File: src/pkg/ccca_pkg.sv
// Purpose: shared constants and types for the charger current command and alert block
// Assumes: management bus addresses given in 7-bit form, data words low byte first
// Notes:   status bit positions other than charge-off and the fixed zero are local choices
package ccca_pkg;

	////////////////////////////////////////////////////////////////////////////////
	// bus addresses and command codes
	localparam logic [6:0] DEV_ADDR        = 7'h09;  // charger address
	localparam logic [6:0] ALERT_RESP_ADDR = 7'h0C;  // alert-response, 0x19 with read bit
	localparam logic [7:0] CMD_MODE        = 8'h12;  // mode_cmd
	localparam logic [7:0] CMD_STATUS      = 8'h13;  // status_query_cmd, charger_state_word
	localparam logic [7:0] CMD_CURRENT     = 8'h14;  // set_current_cmd, charge_current_word
	localparam logic [7:0] CMD_VOLTAGE     = 8'h15;  // set_voltage_cmd, accepted and ignored
	localparam logic [7:0] CMD_ALARM       = 8'h16;  // alarm_cmd, alarm_notice_word

	////////////////////////////////////////////////////////////////////////////////
	// reset values
	localparam logic [15:0] CUR_RST  = 16'h000C;    // charge_current_word power-on value
	localparam logic [15:0] MODE_RST = 16'h0440;    // shutdown enable and input-low mask set

	////////////////////////////////////////////////////////////////////////////////
	// mode word fields
	localparam int MODE_CHG_OFF   = 0;
	localparam int MODE_RESTORE   = 2;
	localparam int MODE_PACK_MASK = 5;
	localparam int MODE_LOW_MASK  = 6;
	localparam int MODE_OVERHEAT_SHUTDOWN_EN  = 10;

	////////////////////////////////////////////////////////////////////////////////
	// alarm word bits that lock charging out
	localparam int ALARM_BIT_A = 15;
	localparam int ALARM_BIT_B = 14;
	localparam int ALARM_BIT_C = 12;

	////////////////////////////////////////////////////////////////////////////////
	// status word fields
	localparam int STS_CHG_OFF   = 0;
	localparam int STS_MASTER    = 1;
	localparam int STS_CUR_OR    = 4;
	localparam int STS_UNDERR    = 8;
	localparam int STS_HOT       = 9;
	localparam int STS_LOCKOUT   = 12;
	localparam int STS_INPUT_LOW = 13;
	localparam int STS_PACK      = 14;
	localparam int STS_SUPPLY    = 15;

	////////////////////////////////////////////////////////////////////////////////
	// range strap encodings and code limits
	localparam logic [1:0] STRAP_GND  = 2'h0;
	localparam logic [1:0] STRAP_OPEN = 2'h1;
	localparam logic [5:0] CODE_SAT_GND = 6'h3E;  // 62
	localparam logic [5:0] CODE_SAT     = 6'h3F;  // 63
	localparam logic [4:0] TRICKLE_FULL = 5'h1F;

	////////////////////////////////////////////////////////////////////////////////
	// synchroniser layout and bus sequencer states
	localparam int          SYNC_W   = 9;
	localparam logic [8:0]  SYNC_RST = 9'h180;    // clock and data lines idle high
	localparam logic [3:0]  BIT_ACK  = 4'h8;
	localparam logic [3:0]  BIT_END  = 4'h9;

	typedef enum logic [6:0]
	{
		ST_IDLE = 7'h01,
		ST_ADDR = 7'h02,
		ST_CMD  = 7'h04,
		ST_WLO  = 7'h08,
		ST_WHI  = 7'h10,
		ST_RD   = 7'h20,
		ST_IGN  = 7'h40
	} ccca_state_t;

endpackage

File: src/hw/ccca_charger_cmd.sv
// Purpose: management bus slave, charge current decode, alarm lockout, status and alert
// Assumes: bus clock and all analog status pins are asynchronous to mclk
// Notes:   alert identifier is an arbitrary neutral value
//
// Notes on behaviour
// - six-bit current code steers the switching regulator current limit
// - strap picks code bits D9..D5, D10..D5 or D11..D6; low five bits trickle
// - strap at rail: code bit zero is one whenever D5 is one
// - over-range word saturates code (62 or 63) and sets over-range status
// - word up to 0x001F gives code zero and regulator off
// - regulator off holds high-side gate to switch node, low-side gate low
// - charge-off, lockout or qualified overheat: regulator off, code held
// - qualified overheat is overheat AND shutdown enable AND NOT under-range
// - nonzero code sets trickle source to full scale; charge-off, lockout or qualified overheat set it to zero
// - power-on charge word is 0x000C: code zero, trickle weights three and two
// - pack absent returns charge word to its power-on value
// - alarm write 0x16 with D15, D14 or D12 set raises lockout
// - lockout holds until pack absent or mode write with restore bit
// - lockout keeps regulator and trickle source off
// - read word 0x13 returns sixteen-bit status word
// - overheat and lockout latches clear on pack absent or restore
// - alert low on supply arrival, and on unmasked pack or input-low change
// - alert holds until status read or alert-response receive byte
// - alert-response receive byte answers a fixed identifier byte
// - host writes charge word with write word 0x14, milliamps
// - mode bit 5 masks pack alerts, bit 6 masks input-low alerts
`timescale 1ns/1ns
module ccca_charger_cmd
	import ccca_pkg::*;
#(
	parameter logic [7:0] ALERT_ID = 8'h5A   // arbitrary identifier value
)
(
	// clock and reset
	input  wire logic       mclk,
	input  wire logic       sys_rst,
	// management bus pins, data is open drain
	input  wire logic       sclIn,
	input  wire logic       sdaIn,
	output logic            sdaOut,
	output logic            sdaOe,
	output logic            alertN,
	// straps and analog status
	input  wire logic [1:0] strapSel,
	input  wire logic       packDetect,
	input  wire logic       inputLow,
	input  wire logic       supplyIn,
	input  wire logic       overheatIn,
	input  wire logic       underrangeIn,
	// power stage controls
	output logic [5:0]      rangeCodeBits,
	output logic [4:0]      trickleWeightBits,
	output logic            swRegOn,
	output logic            gateHold
);

	////////////////////////////////////////////////////////////////////////////////
	// current code mapping: {over-range, code}
	function automatic logic [6:0] mapCode(input logic [15:0] w, input logic [1:0] s);
		logic       ovr;
		logic [5:0] cd;
		ovr = 1'b0;
		cd  = 6'h00;
		if (s == STRAP_GND)
		begin
			ovr = |w[15:10];
			cd  = ovr ? CODE_SAT_GND : {w[9:5], 1'b0};
		end
		else if (s == STRAP_OPEN)
		begin
			ovr = |w[15:11];
			cd  = ovr ? CODE_SAT : w[10:5];
		end
		else
		begin
			ovr = |w[15:12];
			cd  = ovr ? CODE_SAT : {w[11:7], w[6] | w[5]};
		end
		return {ovr, cd};
	endfunction

	////////////////////////////////////////////////////////////////////////////////
	// declarations
	logic [SYNC_W-1:0] sync1_ff;
	logic [SYNC_W-1:0] sync2_ff;
	logic              sclPrev_ff;
	logic              sdaPrev_ff;
	logic              packPrev_ff;
	logic              lowPrev_ff;
	logic              supPrev_ff;
	ccca_state_t       state_ff;
	ccca_state_t       nxt_state;
	logic [3:0]        bitCnt_ff;
	logic [3:0]        nxt_bitCnt;
	logic [7:0]        shift_ff;
	logic [7:0]        nxt_shift;
	logic [7:0]        cmd_ff;
	logic [7:0]        nxt_cmd;
	logic [7:0]        lo_ff;
	logic [7:0]        nxt_lo;
	logic [15:0]       txWord_ff;
	logic [15:0]       nxt_txWord;
	logic [7:0]        txShift_ff;
	logic [7:0]        nxt_txShift;
	logic              txIdx_ff;
	logic              nxt_txIdx;
	logic              nack_ff;
	logic              nxt_nack;
	logic              sdaOe_ff;
	logic              nxt_sdaOe;
	logic              sdaOut_ff;
	logic              wrStb;
	logic              rdClr;
	logic [15:0]       mode_ff;
	logic [15:0]       curWord_ff;
	logic              lockout_ff;
	logic              hot_ff;
	logic              overRange_ff;
	logic              alertPend_ff;
	logic              nxt_alertPend;
	logic              alertN_ff;
	logic [5:0]        rangeCode_ff;
	logic [4:0]        trickle_ff;
	logic              swRegOn_ff;
	logic              gateHold_ff;

	////////////////////////////////////////////////////////////////////////////////
	// two-stage synchronisers for every pin input
	always_ff @(posedge mclk)
	begin
		if (sys_rst)
		begin
			sync1_ff <= SYNC_RST;
			sync2_ff <= SYNC_RST;
		end
		else
		begin
			sync1_ff <= {sclIn, sdaIn, strapSel, packDetect, inputLow, supplyIn,
				overheatIn, underrangeIn};
			sync2_ff <= sync1_ff;
		end
	end

	// synchronised views
	wire       sclS  = sync2_ff[8];
	wire       sdaS  = sync2_ff[7];
	wire [1:0] strapS = sync2_ff[6:5];
	wire       packS = sync2_ff[4];
	wire       lowS  = sync2_ff[3];
	wire       supS  = sync2_ff[2];
	wire       hotS  = sync2_ff[1];
	wire       urS   = sync2_ff[0];

	// previous samples for edge detection
	always_ff @(posedge mclk)
	begin
		if (sys_rst)
		begin
			sclPrev_ff  <= 1'b1;
			sdaPrev_ff  <= 1'b1;
			packPrev_ff <= 1'b0;
			lowPrev_ff  <= 1'b0;
			supPrev_ff  <= 1'b0;
		end
		else
		begin
			sclPrev_ff  <= sclS;
			sdaPrev_ff  <= sdaS;
			packPrev_ff <= packS;
			lowPrev_ff  <= lowS;
			supPrev_ff  <= supS;
		end
	end

	// bus line events
	wire sclRise   = sclS & ~sclPrev_ff;
	wire sclFall   = ~sclS & sclPrev_ff;
	wire startCond = sclS & sclPrev_ff & sdaPrev_ff & ~sdaS;
	wire stopCond  = sclS & sclPrev_ff & ~sdaPrev_ff & sdaS;
	wire busActive = (state_ff != ST_IDLE) && (state_ff != ST_IGN);

	////////////////////////////////////////////////////////////////////////////////
	// address and command decode, shift_ff holds the last byte through its ack
	wire devWr     = (shift_ff[7:1] == DEV_ADDR) & ~shift_ff[0];
	wire devRdSts  = (shift_ff[7:1] == DEV_ADDR) & shift_ff[0] & (cmd_ff == CMD_STATUS);
	wire araRd     = (shift_ff[7:1] == ALERT_RESP_ADDR) & shift_ff[0];
	wire addrHit   = devWr | devRdSts | araRd;
	wire ackWanted = (state_ff == ST_ADDR) ? addrHit : (state_ff != ST_RD);
	wire [15:0] wrWord = {shift_ff, lo_ff};
	wire [15:0] statusWord;

	////////////////////////////////////////////////////////////////////////////////
	// bus sequencer next state: bits shift on clock rise, data changes on clock fall
	always_comb
	begin
		nxt_state   = state_ff;
		nxt_bitCnt  = bitCnt_ff;
		nxt_shift   = shift_ff;
		nxt_cmd     = cmd_ff;
		nxt_lo      = lo_ff;
		nxt_txWord  = txWord_ff;
		nxt_txShift = txShift_ff;
		nxt_txIdx   = txIdx_ff;
		nxt_nack    = nack_ff;
		nxt_sdaOe   = sdaOe_ff;
		wrStb       = 1'b0;
		rdClr       = 1'b0;
		if (stopCond)
		begin
			nxt_state = ST_IDLE;
			nxt_sdaOe = 1'b0;
		end
		else if (startCond)
		begin
			nxt_state  = ST_ADDR;
			nxt_bitCnt = 4'h0;
			nxt_sdaOe  = 1'b0;
		end
		else if (sclRise && busActive && bitCnt_ff < BIT_END)
		begin
			if (bitCnt_ff < BIT_ACK)
				nxt_shift = {shift_ff[6:0], sdaS};
			else if (state_ff == ST_RD)
				nxt_nack = sdaS;
			nxt_bitCnt = bitCnt_ff + 4'h1;
		end
		else if (sclFall && busActive)
		begin
			if (bitCnt_ff == BIT_ACK)
				nxt_sdaOe = ackWanted;
			else if (bitCnt_ff == BIT_END)
			begin
				nxt_bitCnt = 4'h0;
				nxt_sdaOe  = 1'b0;
				unique case (state_ff)
					ST_ADDR:
					begin
						if (devWr)
							nxt_state = ST_CMD;
						else if (devRdSts || araRd)
						begin
							nxt_state   = ST_RD;
							rdClr       = 1'b1;
							nxt_txIdx   = araRd;
							nxt_txWord  = devRdSts ? statusWord : {8'h00, ALERT_ID};
							nxt_txShift = {nxt_txWord[6:0], 1'b0};
							nxt_sdaOe   = ~nxt_txWord[7];
						end
						else
							nxt_state = ST_IGN;
					end
					ST_CMD:
					begin
						nxt_cmd   = shift_ff;
						nxt_state = ST_WLO;
					end
					ST_WLO:
					begin
						nxt_lo    = shift_ff;
						nxt_state = ST_WHI;
					end
					ST_WHI:
					begin
						wrStb     = 1'b1;
						nxt_state = ST_IGN;
					end
					ST_RD:
					begin
						if (nack_ff || txIdx_ff)
							nxt_state = ST_IGN;
						else
						begin
							nxt_txIdx   = 1'b1;
							nxt_txShift = {txWord_ff[14:8], 1'b0};
							nxt_sdaOe   = ~txWord_ff[15];
						end
					end
					default:
						nxt_state = ST_IGN;
				endcase
			end
			else if (state_ff == ST_RD && bitCnt_ff != 4'h0)
			begin
				nxt_sdaOe   = ~txShift_ff[7];
				nxt_txShift = {txShift_ff[6:0], 1'b0};
			end
		end
	end

	// bus sequencer registers
	always_ff @(posedge mclk)
	begin
		if (sys_rst)
		begin
			state_ff   <= ST_IDLE;
			bitCnt_ff  <= 4'h0;
			shift_ff   <= 8'h00;
			cmd_ff     <= 8'h00;
			lo_ff      <= 8'h00;
			txWord_ff  <= 16'h0000;
			txShift_ff <= 8'h00;
			txIdx_ff   <= 1'b0;
			nack_ff    <= 1'b0;
			sdaOe_ff   <= 1'b0;
			sdaOut_ff  <= 1'b0;
		end
		else
		begin
			state_ff   <= nxt_state;
			bitCnt_ff  <= nxt_bitCnt;
			shift_ff   <= nxt_shift;
			cmd_ff     <= nxt_cmd;
			lo_ff      <= nxt_lo;
			txWord_ff  <= nxt_txWord;
			txShift_ff <= nxt_txShift;
			txIdx_ff   <= nxt_txIdx;
			nack_ff    <= nxt_nack;
			sdaOe_ff   <= nxt_sdaOe;
			sdaOut_ff  <= 1'b0;
		end
	end

	////////////////////////////////////////////////////////////////////////////////
	// write decode and latch clear conditions
	wire wrMode    = wrStb & (cmd_ff == CMD_MODE);
	wire wrCur     = wrStb & (cmd_ff == CMD_CURRENT);
	wire wrAlarm   = wrStb & (cmd_ff == CMD_ALARM);
	wire restore   = wrMode & wrWord[MODE_RESTORE];
	wire clrLatch  = ~packS | restore;
	wire lockSet   = wrAlarm & (wrWord[ALARM_BIT_A] | wrWord[ALARM_BIT_B] |
		wrWord[ALARM_BIT_C]);
	wire hotQual   = hot_ff & mode_ff[MODE_OVERHEAT_SHUTDOWN_EN] & ~urS;
	wire inhibit   = mode_ff[MODE_CHG_OFF] | lockout_ff | hotQual;
	wire [6:0] mapped = mapCode(curWord_ff, strapS);
	wire codeLive  = |mapped[5:0];
	wire swOn      = ~inhibit & (|curWord_ff[15:5]);

	// mode word
	always_ff @(posedge mclk)
	begin
		if (sys_rst)
			mode_ff <= MODE_RST;
		else if (wrMode)
			mode_ff <= wrWord;
	end

	// charge current word, reloaded while the pack is absent
	always_ff @(posedge mclk)
	begin
		if (sys_rst)
			curWord_ff <= CUR_RST;
		else if (clrLatch)
			curWord_ff <= CUR_RST;
		else if (wrCur)
			curWord_ff <= wrWord;
	end

	// latched lockout and overheat, a set in the clearing cycle wins
	always_ff @(posedge mclk)
	begin
		if (sys_rst)
		begin
			lockout_ff <= 1'b0;
			hot_ff     <= 1'b0;
		end
		else
		begin
			lockout_ff <= lockSet | (lockout_ff & ~clrLatch);
			hot_ff     <= hotS | (hot_ff & ~clrLatch);
		end
	end

	////////////////////////////////////////////////////////////////////////////////
	// power stage outputs
	always_ff @(posedge mclk)
	begin
		if (sys_rst)
		begin
			rangeCode_ff <= 6'h00;
			overRange_ff <= 1'b0;
			trickle_ff   <= 5'h00;
			swRegOn_ff   <= 1'b0;
			gateHold_ff  <= 1'b1;
		end
		else
		begin
			if (!inhibit)
			begin
				rangeCode_ff <= mapped[5:0];
				overRange_ff <= mapped[6];
			end
			if (inhibit || curWord_ff == 16'h0000)
				trickle_ff <= 5'h00;
			else if (codeLive)
				trickle_ff <= TRICKLE_FULL;
			else
				trickle_ff <= curWord_ff[4:0];
			swRegOn_ff  <= swOn;
			gateHold_ff <= ~swOn;
		end
	end

	////////////////////////////////////////////////////////////////////////////////
	// status word returned by the status read
	assign statusWord = (16'h0001 << STS_CHG_OFF) & {16{mode_ff[MODE_CHG_OFF]}}
		| (16'h0001 << STS_MASTER) & 16'h0000
		| (16'h0001 << STS_CUR_OR) & {16{overRange_ff}}
		| (16'h0001 << STS_UNDERR) & {16{urS}}
		| (16'h0001 << STS_HOT) & {16{hot_ff}}
		| (16'h0001 << STS_LOCKOUT) & {16{lockout_ff}}
		| (16'h0001 << STS_INPUT_LOW) & {16{lowS}}
		| (16'h0001 << STS_PACK) & {16{packS}}
		| (16'h0001 << STS_SUPPLY) & {16{supS}};

	////////////////////////////////////////////////////////////////////////////////
	// alert: new events win over a clear in the same cycle
	wire supRise   = supS & ~supPrev_ff;
	wire packEvt   = (packS ^ packPrev_ff) & ~mode_ff[MODE_PACK_MASK];
	wire lowEvt    = (lowS ^ lowPrev_ff) & ~mode_ff[MODE_LOW_MASK];
	assign nxt_alertPend = supRise | packEvt | lowEvt | (alertPend_ff & ~rdClr);

	always_ff @(posedge mclk)
	begin
		if (sys_rst)
		begin
			alertPend_ff <= 1'b0;
			alertN_ff    <= 1'b1;
		end
		else
		begin
			alertPend_ff <= nxt_alertPend;
			alertN_ff    <= ~nxt_alertPend;
		end
	end

	////////////////////////////////////////////////////////////////////////////////
	// outputs
	assign sdaOut            = sdaOut_ff;
	assign sdaOe             = sdaOe_ff;
	assign alertN            = alertN_ff;
	assign rangeCodeBits     = rangeCode_ff;
	assign trickleWeightBits = trickle_ff;
	assign swRegOn           = swRegOn_ff;
	assign gateHold          = gateHold_ff;

endmodule

File: config.mk
export PLATFORM = sky130hd
export DESIGN_NAME = ccca_charger_cmd
export DESIGN_NICKNAME = d
export VERILOG_FILES = /design/src/pkg/ccca_pkg.sv /design/src/hw/ccca_charger_cmd.sv
export SDC_FILE = /design/constraint.sdc
export NUM_CORES = 1
export LEC_CHECK = 0
export BUFFER_PORTS_ARGS = -buffer_cell sky130_fd_sc_hd__buf_4
export CORE_AREA = 2 2 101 103
export DETAILED_ROUTE_END_ITERATION = 16
export DIE_AREA = 0 0 103 105
export PLACE_DENSITY = 0.74
export SYNTH_ARGS = -nofsm -noshare
export SYNTH_HDL_FRONTEND = slang
export SYNTH_SLANG_ARGS = --single-unit
File: constraint.sdc
create_clock -name mclk -period 1.9 [get_ports mclk]
set_input_delay 0.38 -clock mclk [delete_from_list [all_inputs] [get_ports mclk]]
set_output_delay 0.38 -clock mclk [all_outputs]
set_load 0.1 [all_outputs]
=== After elaboration in Yosys (flattened, before gate mapping) ===
Cells that the tools add are included.

* Flip-flop bits (word level): 130
* Input bits: 11
* Output and inout bits: 16
* Logic and storage cells: 227

* Add/subtract/negate cells: 1
* Order comparisons: 2
* Equal/unequal tests: 29
* Mux-type cells: 57
* Bitwise logic cells: 71
* Reduce and logical (&&, ||, !) cells: 38

{| class="wikitable"
|+ Operators by type and width
! cell !! count
|-
| $mux W8 || 5
|-
| $eq A8 B5 Y1 const B || 4
|-
| $mux W6 || 5
|-
| $mux W1 || 28
|-
| $pmux W7 S4 || 1
|-
| $and A1 B1 Y1 || 25
|-
| $not A1 Y1 || 24
|-
| $eq A7 B4 Y1 const B || 3
|-
| $mux W7 || 3
|-
| $mux W4 || 5
|-
| $reduce_and A10 Y1 || 2
|-
| $logic_not A16 Y1 || 1
|-
| $mux W16 || 1
|-
| $or A15 B16 Y16 || 1
|-
| $pmux W8 S2 || 1
|-
| $or A14 B15 Y15 || 1
|-
| $reduce_and A5 Y1 || 3
|-
| $or A13 B14 Y14 || 1
|-
| $reduce_and A7 Y1 || 2
|-
| $or A1 B1 Y1 || 13
|-
| $or A10 B13 Y13 || 1
|-
| $ne A3 B3 Y1 const B || 4
|-
| $reduce_or A6 Y1 || 2
|-
| $reduce_or A11 Y1 || 1
|-
| other kinds (34) || 61
|}

=== Logic depth before layout (Yosys ltp) ===
* Word-level depth: 17
* Depth in mapped cells: 10
* Gate-level depth less buffers: 8

=== Worst setup path before layout ===
OpenSTA, ideal clock, no wires.

* Path type: reg-to-reg
* From: register state_ff[6]
* To: register curWord_ff[10]
* Library setup time: 0.116 ns
* Arrival: 1.930 ns
* Required time: 1.784 ns
* Setup slack: -0.146 ns
* Stages on the path, launching flop included: 8
* Buffers on the path: 1
* Clock period less this slack: 2.046 ns
* Path through: dfxtp_1 -> xor2_1 -> a311o_1 -> nor4_4 -> nand3b_2 -> o21ai_4 -> buf_4 -> a21oi_1

* Cells in the longest elaborated chain, start to end: 12
* Elaborated cells between the ends (all ways): 19
* Classes of those cells: 3 x eq/ne; 7 x mux; 4 x bitwise; 5 x reduce/logical

{| class="wikitable"
|+ RTL lines
! what !! RTL line !! source
|-
| start, declared || ccca_charger_cmd.sv:91 || <nowiki>ccca_state_t state_ff;</nowiki>
|-
| start signal, assigned || ccca_charger_cmd.sv:309 || <nowiki>state_ff <= nxt_state;</nowiki>
|-
| $eq A7 B5 Y1 || ccca_charger_cmd.sv:235 || <nowiki>unique case (state_ff)</nowiki>
|-
| $mux W1 || ccca_charger_cmd.sv:235 ||
|-
| $mux W1 || ccca_charger_cmd.sv:231 || <nowiki>else if (bitCnt_ff == BIT_END)</nowiki>
|-
| $mux W1 || ccca_charger_cmd.sv:229 || <nowiki>if (bitCnt_ff == BIT_ACK)</nowiki>
|-
| $mux W1 || ccca_charger_cmd.sv:227 || <nowiki>else if (sclFall && busActive)</nowiki>
|-
| $mux W1 (*) || ccca_charger_cmd.sv:219 || <nowiki>else if (sclRise && busActive && bitCnt_ff < BIT_END)</nowiki>
|-
| $mux W1 (*) || ccca_charger_cmd.sv:213 || <nowiki>else if (startCond)</nowiki>
|-
| $mux W1 (*) || ccca_charger_cmd.sv:208 || <nowiki>if (stopCond)</nowiki>
|-
| $and A1 B1 Y1 || ccca_charger_cmd.sv:325 || <nowiki>wire wrMode = wrStb & (cmd_ff == CMD_MODE);</nowiki>
|-
| $and A1 B1 Y1 || ccca_charger_cmd.sv:328 || <nowiki>wire restore = wrMode & wrWord[MODE_RESTORE];</nowiki>
|-
| $or A1 B1 Y1 || ccca_charger_cmd.sv:329 || <nowiki>wire clrLatch = ~packS | restore;</nowiki>
|-
| $reduce_or A2 Y1 (no line) || -- ||
|-
| end signal, assigned || ccca_charger_cmd.sv:355 || <nowiki>curWord_ff <= wrWord;</nowiki>
|-
| end, declared || ccca_charger_cmd.sv:115 || <nowiki>logic [15:0] curWord_ff;</nowiki>
|}

Every way passes the cells marked *; elsewhere a longest branch is shown, timed or not.
A chain may end at the register's enable or synchronous reset.

=== Final worst setup path ===
* From: register state_ff[6]
* To: register curWord_ff[2]

The elaborated chain is that of the path after synthesis.

==> impl_metrics.tcl <==
set metrics [dict create \
    cell_with_the_most_instances_after_synthesis "dfxtp_1" \
    reg2reg_launch_point "state_ff[6]" \
    drt-pass1-iter-count 5 \
    worst_ep_arrival_ps 2560 \
    end_kind "flop" \
    count_of_final_hold_check_violations 0 \
    synth.ff_latch_count 112 \
    clock_sinks 112 \
    number_of_standard_cells_after_synthesis 548 \
    initial_core_util_pct 49.3 \
    rrSetupSlack_ps -300 \
    net-switching-power_mw 1.22 \
    clock.fmax_mhz 454 \
    power_per_cell_area_nw_per_um2 672 \
    synth_area_um2 4750 \
    yosysSeqAreaShare_pct 47.2 \
    report.final.setup_viol 62 \
    worst_slew_margin_rel_pct 56.0 \
    crit_start "state_ff[6]" \
    ctsHtreeMaxLevel 3 \
    xor_xnor_fraction_of_synth_area_pct 0.922 \
    power.sequential.fraction_pct 55.2 \
    grtUsageTotal_pct 24.7 \
    clock_latency_ps 400 \
    utilization_pct 67.7 \
    r2r_end "curWord_ff[2]" \
    path_clk_slew_ps 120 \
    synth_compound_area_share_pct 15.7 \
    netlist.top_cell.by_area "dfxtp_1" \
    synthesis.nets 563 \
    synth_fa_ha_area_share_pct 1.05 \
    main_synth_ff_type "dfxtp_1" \
    synth_enable_flop_cells 0 \
    drcViolationCount 0 \
    worst-path-stages 8 \
    num-nets-final 667 \
    detailedPlacementHpwl_um 8270 \
    final.setup.tns_ps -9710 \
    tightestPinTransition_ps 656 \
    synth_cell_count_leaders "dfxtp_1 (112), nand2_1 (69), a21oi_1 (55), nor2_1 (52), nand3_1 (29)" \
    synth.distinct_cells 67 \
    worst_path_max_delay_cell "a311o_2" \
    worst_path_dominant_cell_family "compound AO/OA/AOI/OAI gates" \
    drt_first_iter_violations 343 \
    finalInstanceArea_um2 6530 \
    multi_input_area_um2 2780 \
    netSwitchingFraction_pct 27.7 \
    syn2layout_area_growth_pct 37.5 \
    power_frac_comb_pct 9.4 \
    drt-total-wl_um 13700 \
    crit_path_cell_trace "xor2_1, a311o_2, nor4_4, buf_4, nand3b_4, o21ai_4, buf_12, a211o_1" \
    ff2ff_path_depth 8 \
    die_area_um2 10800 \
    clockBufferDepth 2 \
    placeableCoreArea_um2 9640 \
    synth_top_cell_area_share_pct 47.2 \
    fin_crit_sh_pct 116 \
    die_height_um 105 \
    grt_pass1_vias 4471 \
    cp-start-kind "flop" \
    crit_path_max_fanout 16 \
    drive_gt1_share_pct 36.7 \
    violations "setup timing" \
    power_report.internal_total_mw 3.17 \
    die_x_um 103 \
    synthMuxAreaShare_pct 3.37 \
    antenna_violating_nets_post_route 0 \
    cp_num_buf_inv 2 \
    outcome "finished, violations left" \
    rows 36 \
    drv_slew 0 \
    antenna_cells_inserted 0 \
    share_clk_of_total_power_pct 35.5 \
    yosys_warnings 0 \
    cpPeakStageDelay_ps 470 \
    fillCellCount 711 \
    design.portCount 27 \
    drv.max_cap_violation_count 0 \
    cp_data_required_time_ps 2260 \
    largest_net_degree_at_the_start_of_global_routing 28 \
    drt-vias-per-instance 5.74 \
    avg_wl_per_cell_um 17.3 \
    placed_cell_area_um2 5620 \
    first_pass_grt_wire_length_um 21100 \
    synth_top_family_by_area "simple AND/OR/NAND/NOR gates" \
    endpoint "curWord_ff[2]" \
    power_mw 4.39 \
    clock_tree_from_tritoncts "yes" \
    syn_area_per_cell_um2 8.67 \
    asyncSetResetFlopFracSynth_pct 0 \
    finalWorstSetupSlack_ps -300 \
    vdd_drop_max_uv 532 \
    antenna_violations_before_repair 0 \
    cts-root-buf "clkbuf_8" \
    grt_setup_unrepaired "true" \
    area.sequential_um2 2250 \
    synth-simple-area-share_pct 27.7 \
    min_path_type "input pin to flop" \
    vias 4535 \
    worstSetupPathType "flop to flop" \
    grt_remaining_overflow 0 \
    clock_skew_ps 17.4 \
    finalWorstPathRequiredPeriod_ps 2200 \
    tritoncts.num_buffers 9 \
    gp_routability_congestion 0.884 \
    port-buffer-count 25 \
    cellLeakagePower_nw 2.47 \
    synth_top_cells_by_area "dfxtp_1 (47%), a21oi_1 (5.8%), nand2_1 (5.5%), nor2_1 (4.1%), nor2b_1 (3.4%)" \
]
==> cell usage in the layout, fill, tap and decap left out, types with 4 or more instances in the layout <==
master | Yosys | routed
nor3_4 | 2 | 4
nand3_2 | 0 | 8
o21ai_1 | 1 | 5
nand2_1 | 69 | 48
mux2i_1 | 16 | 13
a211oi_2 | 1 | 4
nand2_4 | 0 | 4
clkbuf_8 | 0 | 9
inv_1 | 19 | 18
nor2_1 | 52 | 50
a21oi_1 | 55 | 41
or2_2 | 6 | 6
nand4_1 | 9 | 9
dfxtp_1 | 112 | 103
nor2b_1 | 26 | 23
buf_12 | 0 | 6
nand2_2 | 0 | 14
buf_6 | 1 | 6
o21ai_0 | 12 | 8
nand3_1 | 29 | 19
buf_4 | 3 | 103
nand2b_1 | 14 | 14
a21oi_2 | 0 | 14
dfxtp_2 | 0 | 9
nor3_1 | 11 | 8
==> final cells by class <==
cell class                      instances  area share, %
Clock inverter                          7           1.53
Inverter                               19           1.09
Timing Repair Buffer                  118           15.9
Clock buffer                            9           1.90
Multi-Input combinational cell        392           42.6
Tap cell                              133           2.55
Sequential cell                       112           34.5
==> worst min-delay path by stage <==
stage                start          end  cells after the start
2_1_floorplan  sync1_ff[7]  sync2_ff[7]                      1
3_3_place_gp   sync1_ff[7]  sync2_ff[7]                      1
3_5_place_dp   sync1_ff[7]  sync2_ff[7]                      1
4_1_cts              sclIn  sync1_ff[8]                      2
5_1_grt              sdaIn  sync1_ff[7]                      2
6_report             sclIn  sync1_ff[8]                      2
==> state kept, by name (all words and copies together) (netlist names), 5 cells and up <==
register and flops:
txWord_ff 6, shift_ff 8, txShift_ff 7, state_ff 7, trickleWeightBits 5, rangeCodeBits 6
sync2_ff 9, curWord_ff 16, sync1_ff 9, lo_ff 8, cmd_ff 8
==> per-stage QoR <==
step	cells	setup slack, ps	hold WS, ps
2_1_floorplan	548	-35.9	389
3_3_place_gp	754	-122	392
3_5_place_dp	754	-228	392
4_1_cts	784	-130	162
5_1_grt	790	-333	167
6_report	790	-300	169
==> kinds of logic after synthesis <==
logic type / Yosys count
muxes: 16
xor gates and xnor gates: 5
AOI/OAI and AO/OA: 115
other: 1
DFF: 112
buffers and inverters: 44
and+or+nand+nor: 251
adders and majority gates: 4
==> power by group through the flow <==
stage          sequential, mW  combinational, mW  clock, mW
2_1_floorplan            2.62              0.129          0
3_3_place_gp             2.47              0.379          0
3_5_place_dp             2.47              0.384          0
4_1_cts                  2.42              0.394       1.56
5_1_grt                  2.42              0.431       1.66
6_report                 2.42              0.411       1.55
==> metal layers <==
metal	track usage, %	wire [µm]	up-vias
li1	-	-	2133
met1	32.6	5950	2215
met2	38.2	6650	158
met3	4.95	714	29
met4	12.1	342	0
met5	0	0	-
==> what timing repair did <==
item                                    CTS  global route
pin swaps                                22            25
cloned                                    3             0
resized for setup                        51            69
setup buffers                            11             6
endpoints found under the setup margin   60            82
hold buffers                              0             0
No activity file was read; power rests on OpenSTA's default activity.
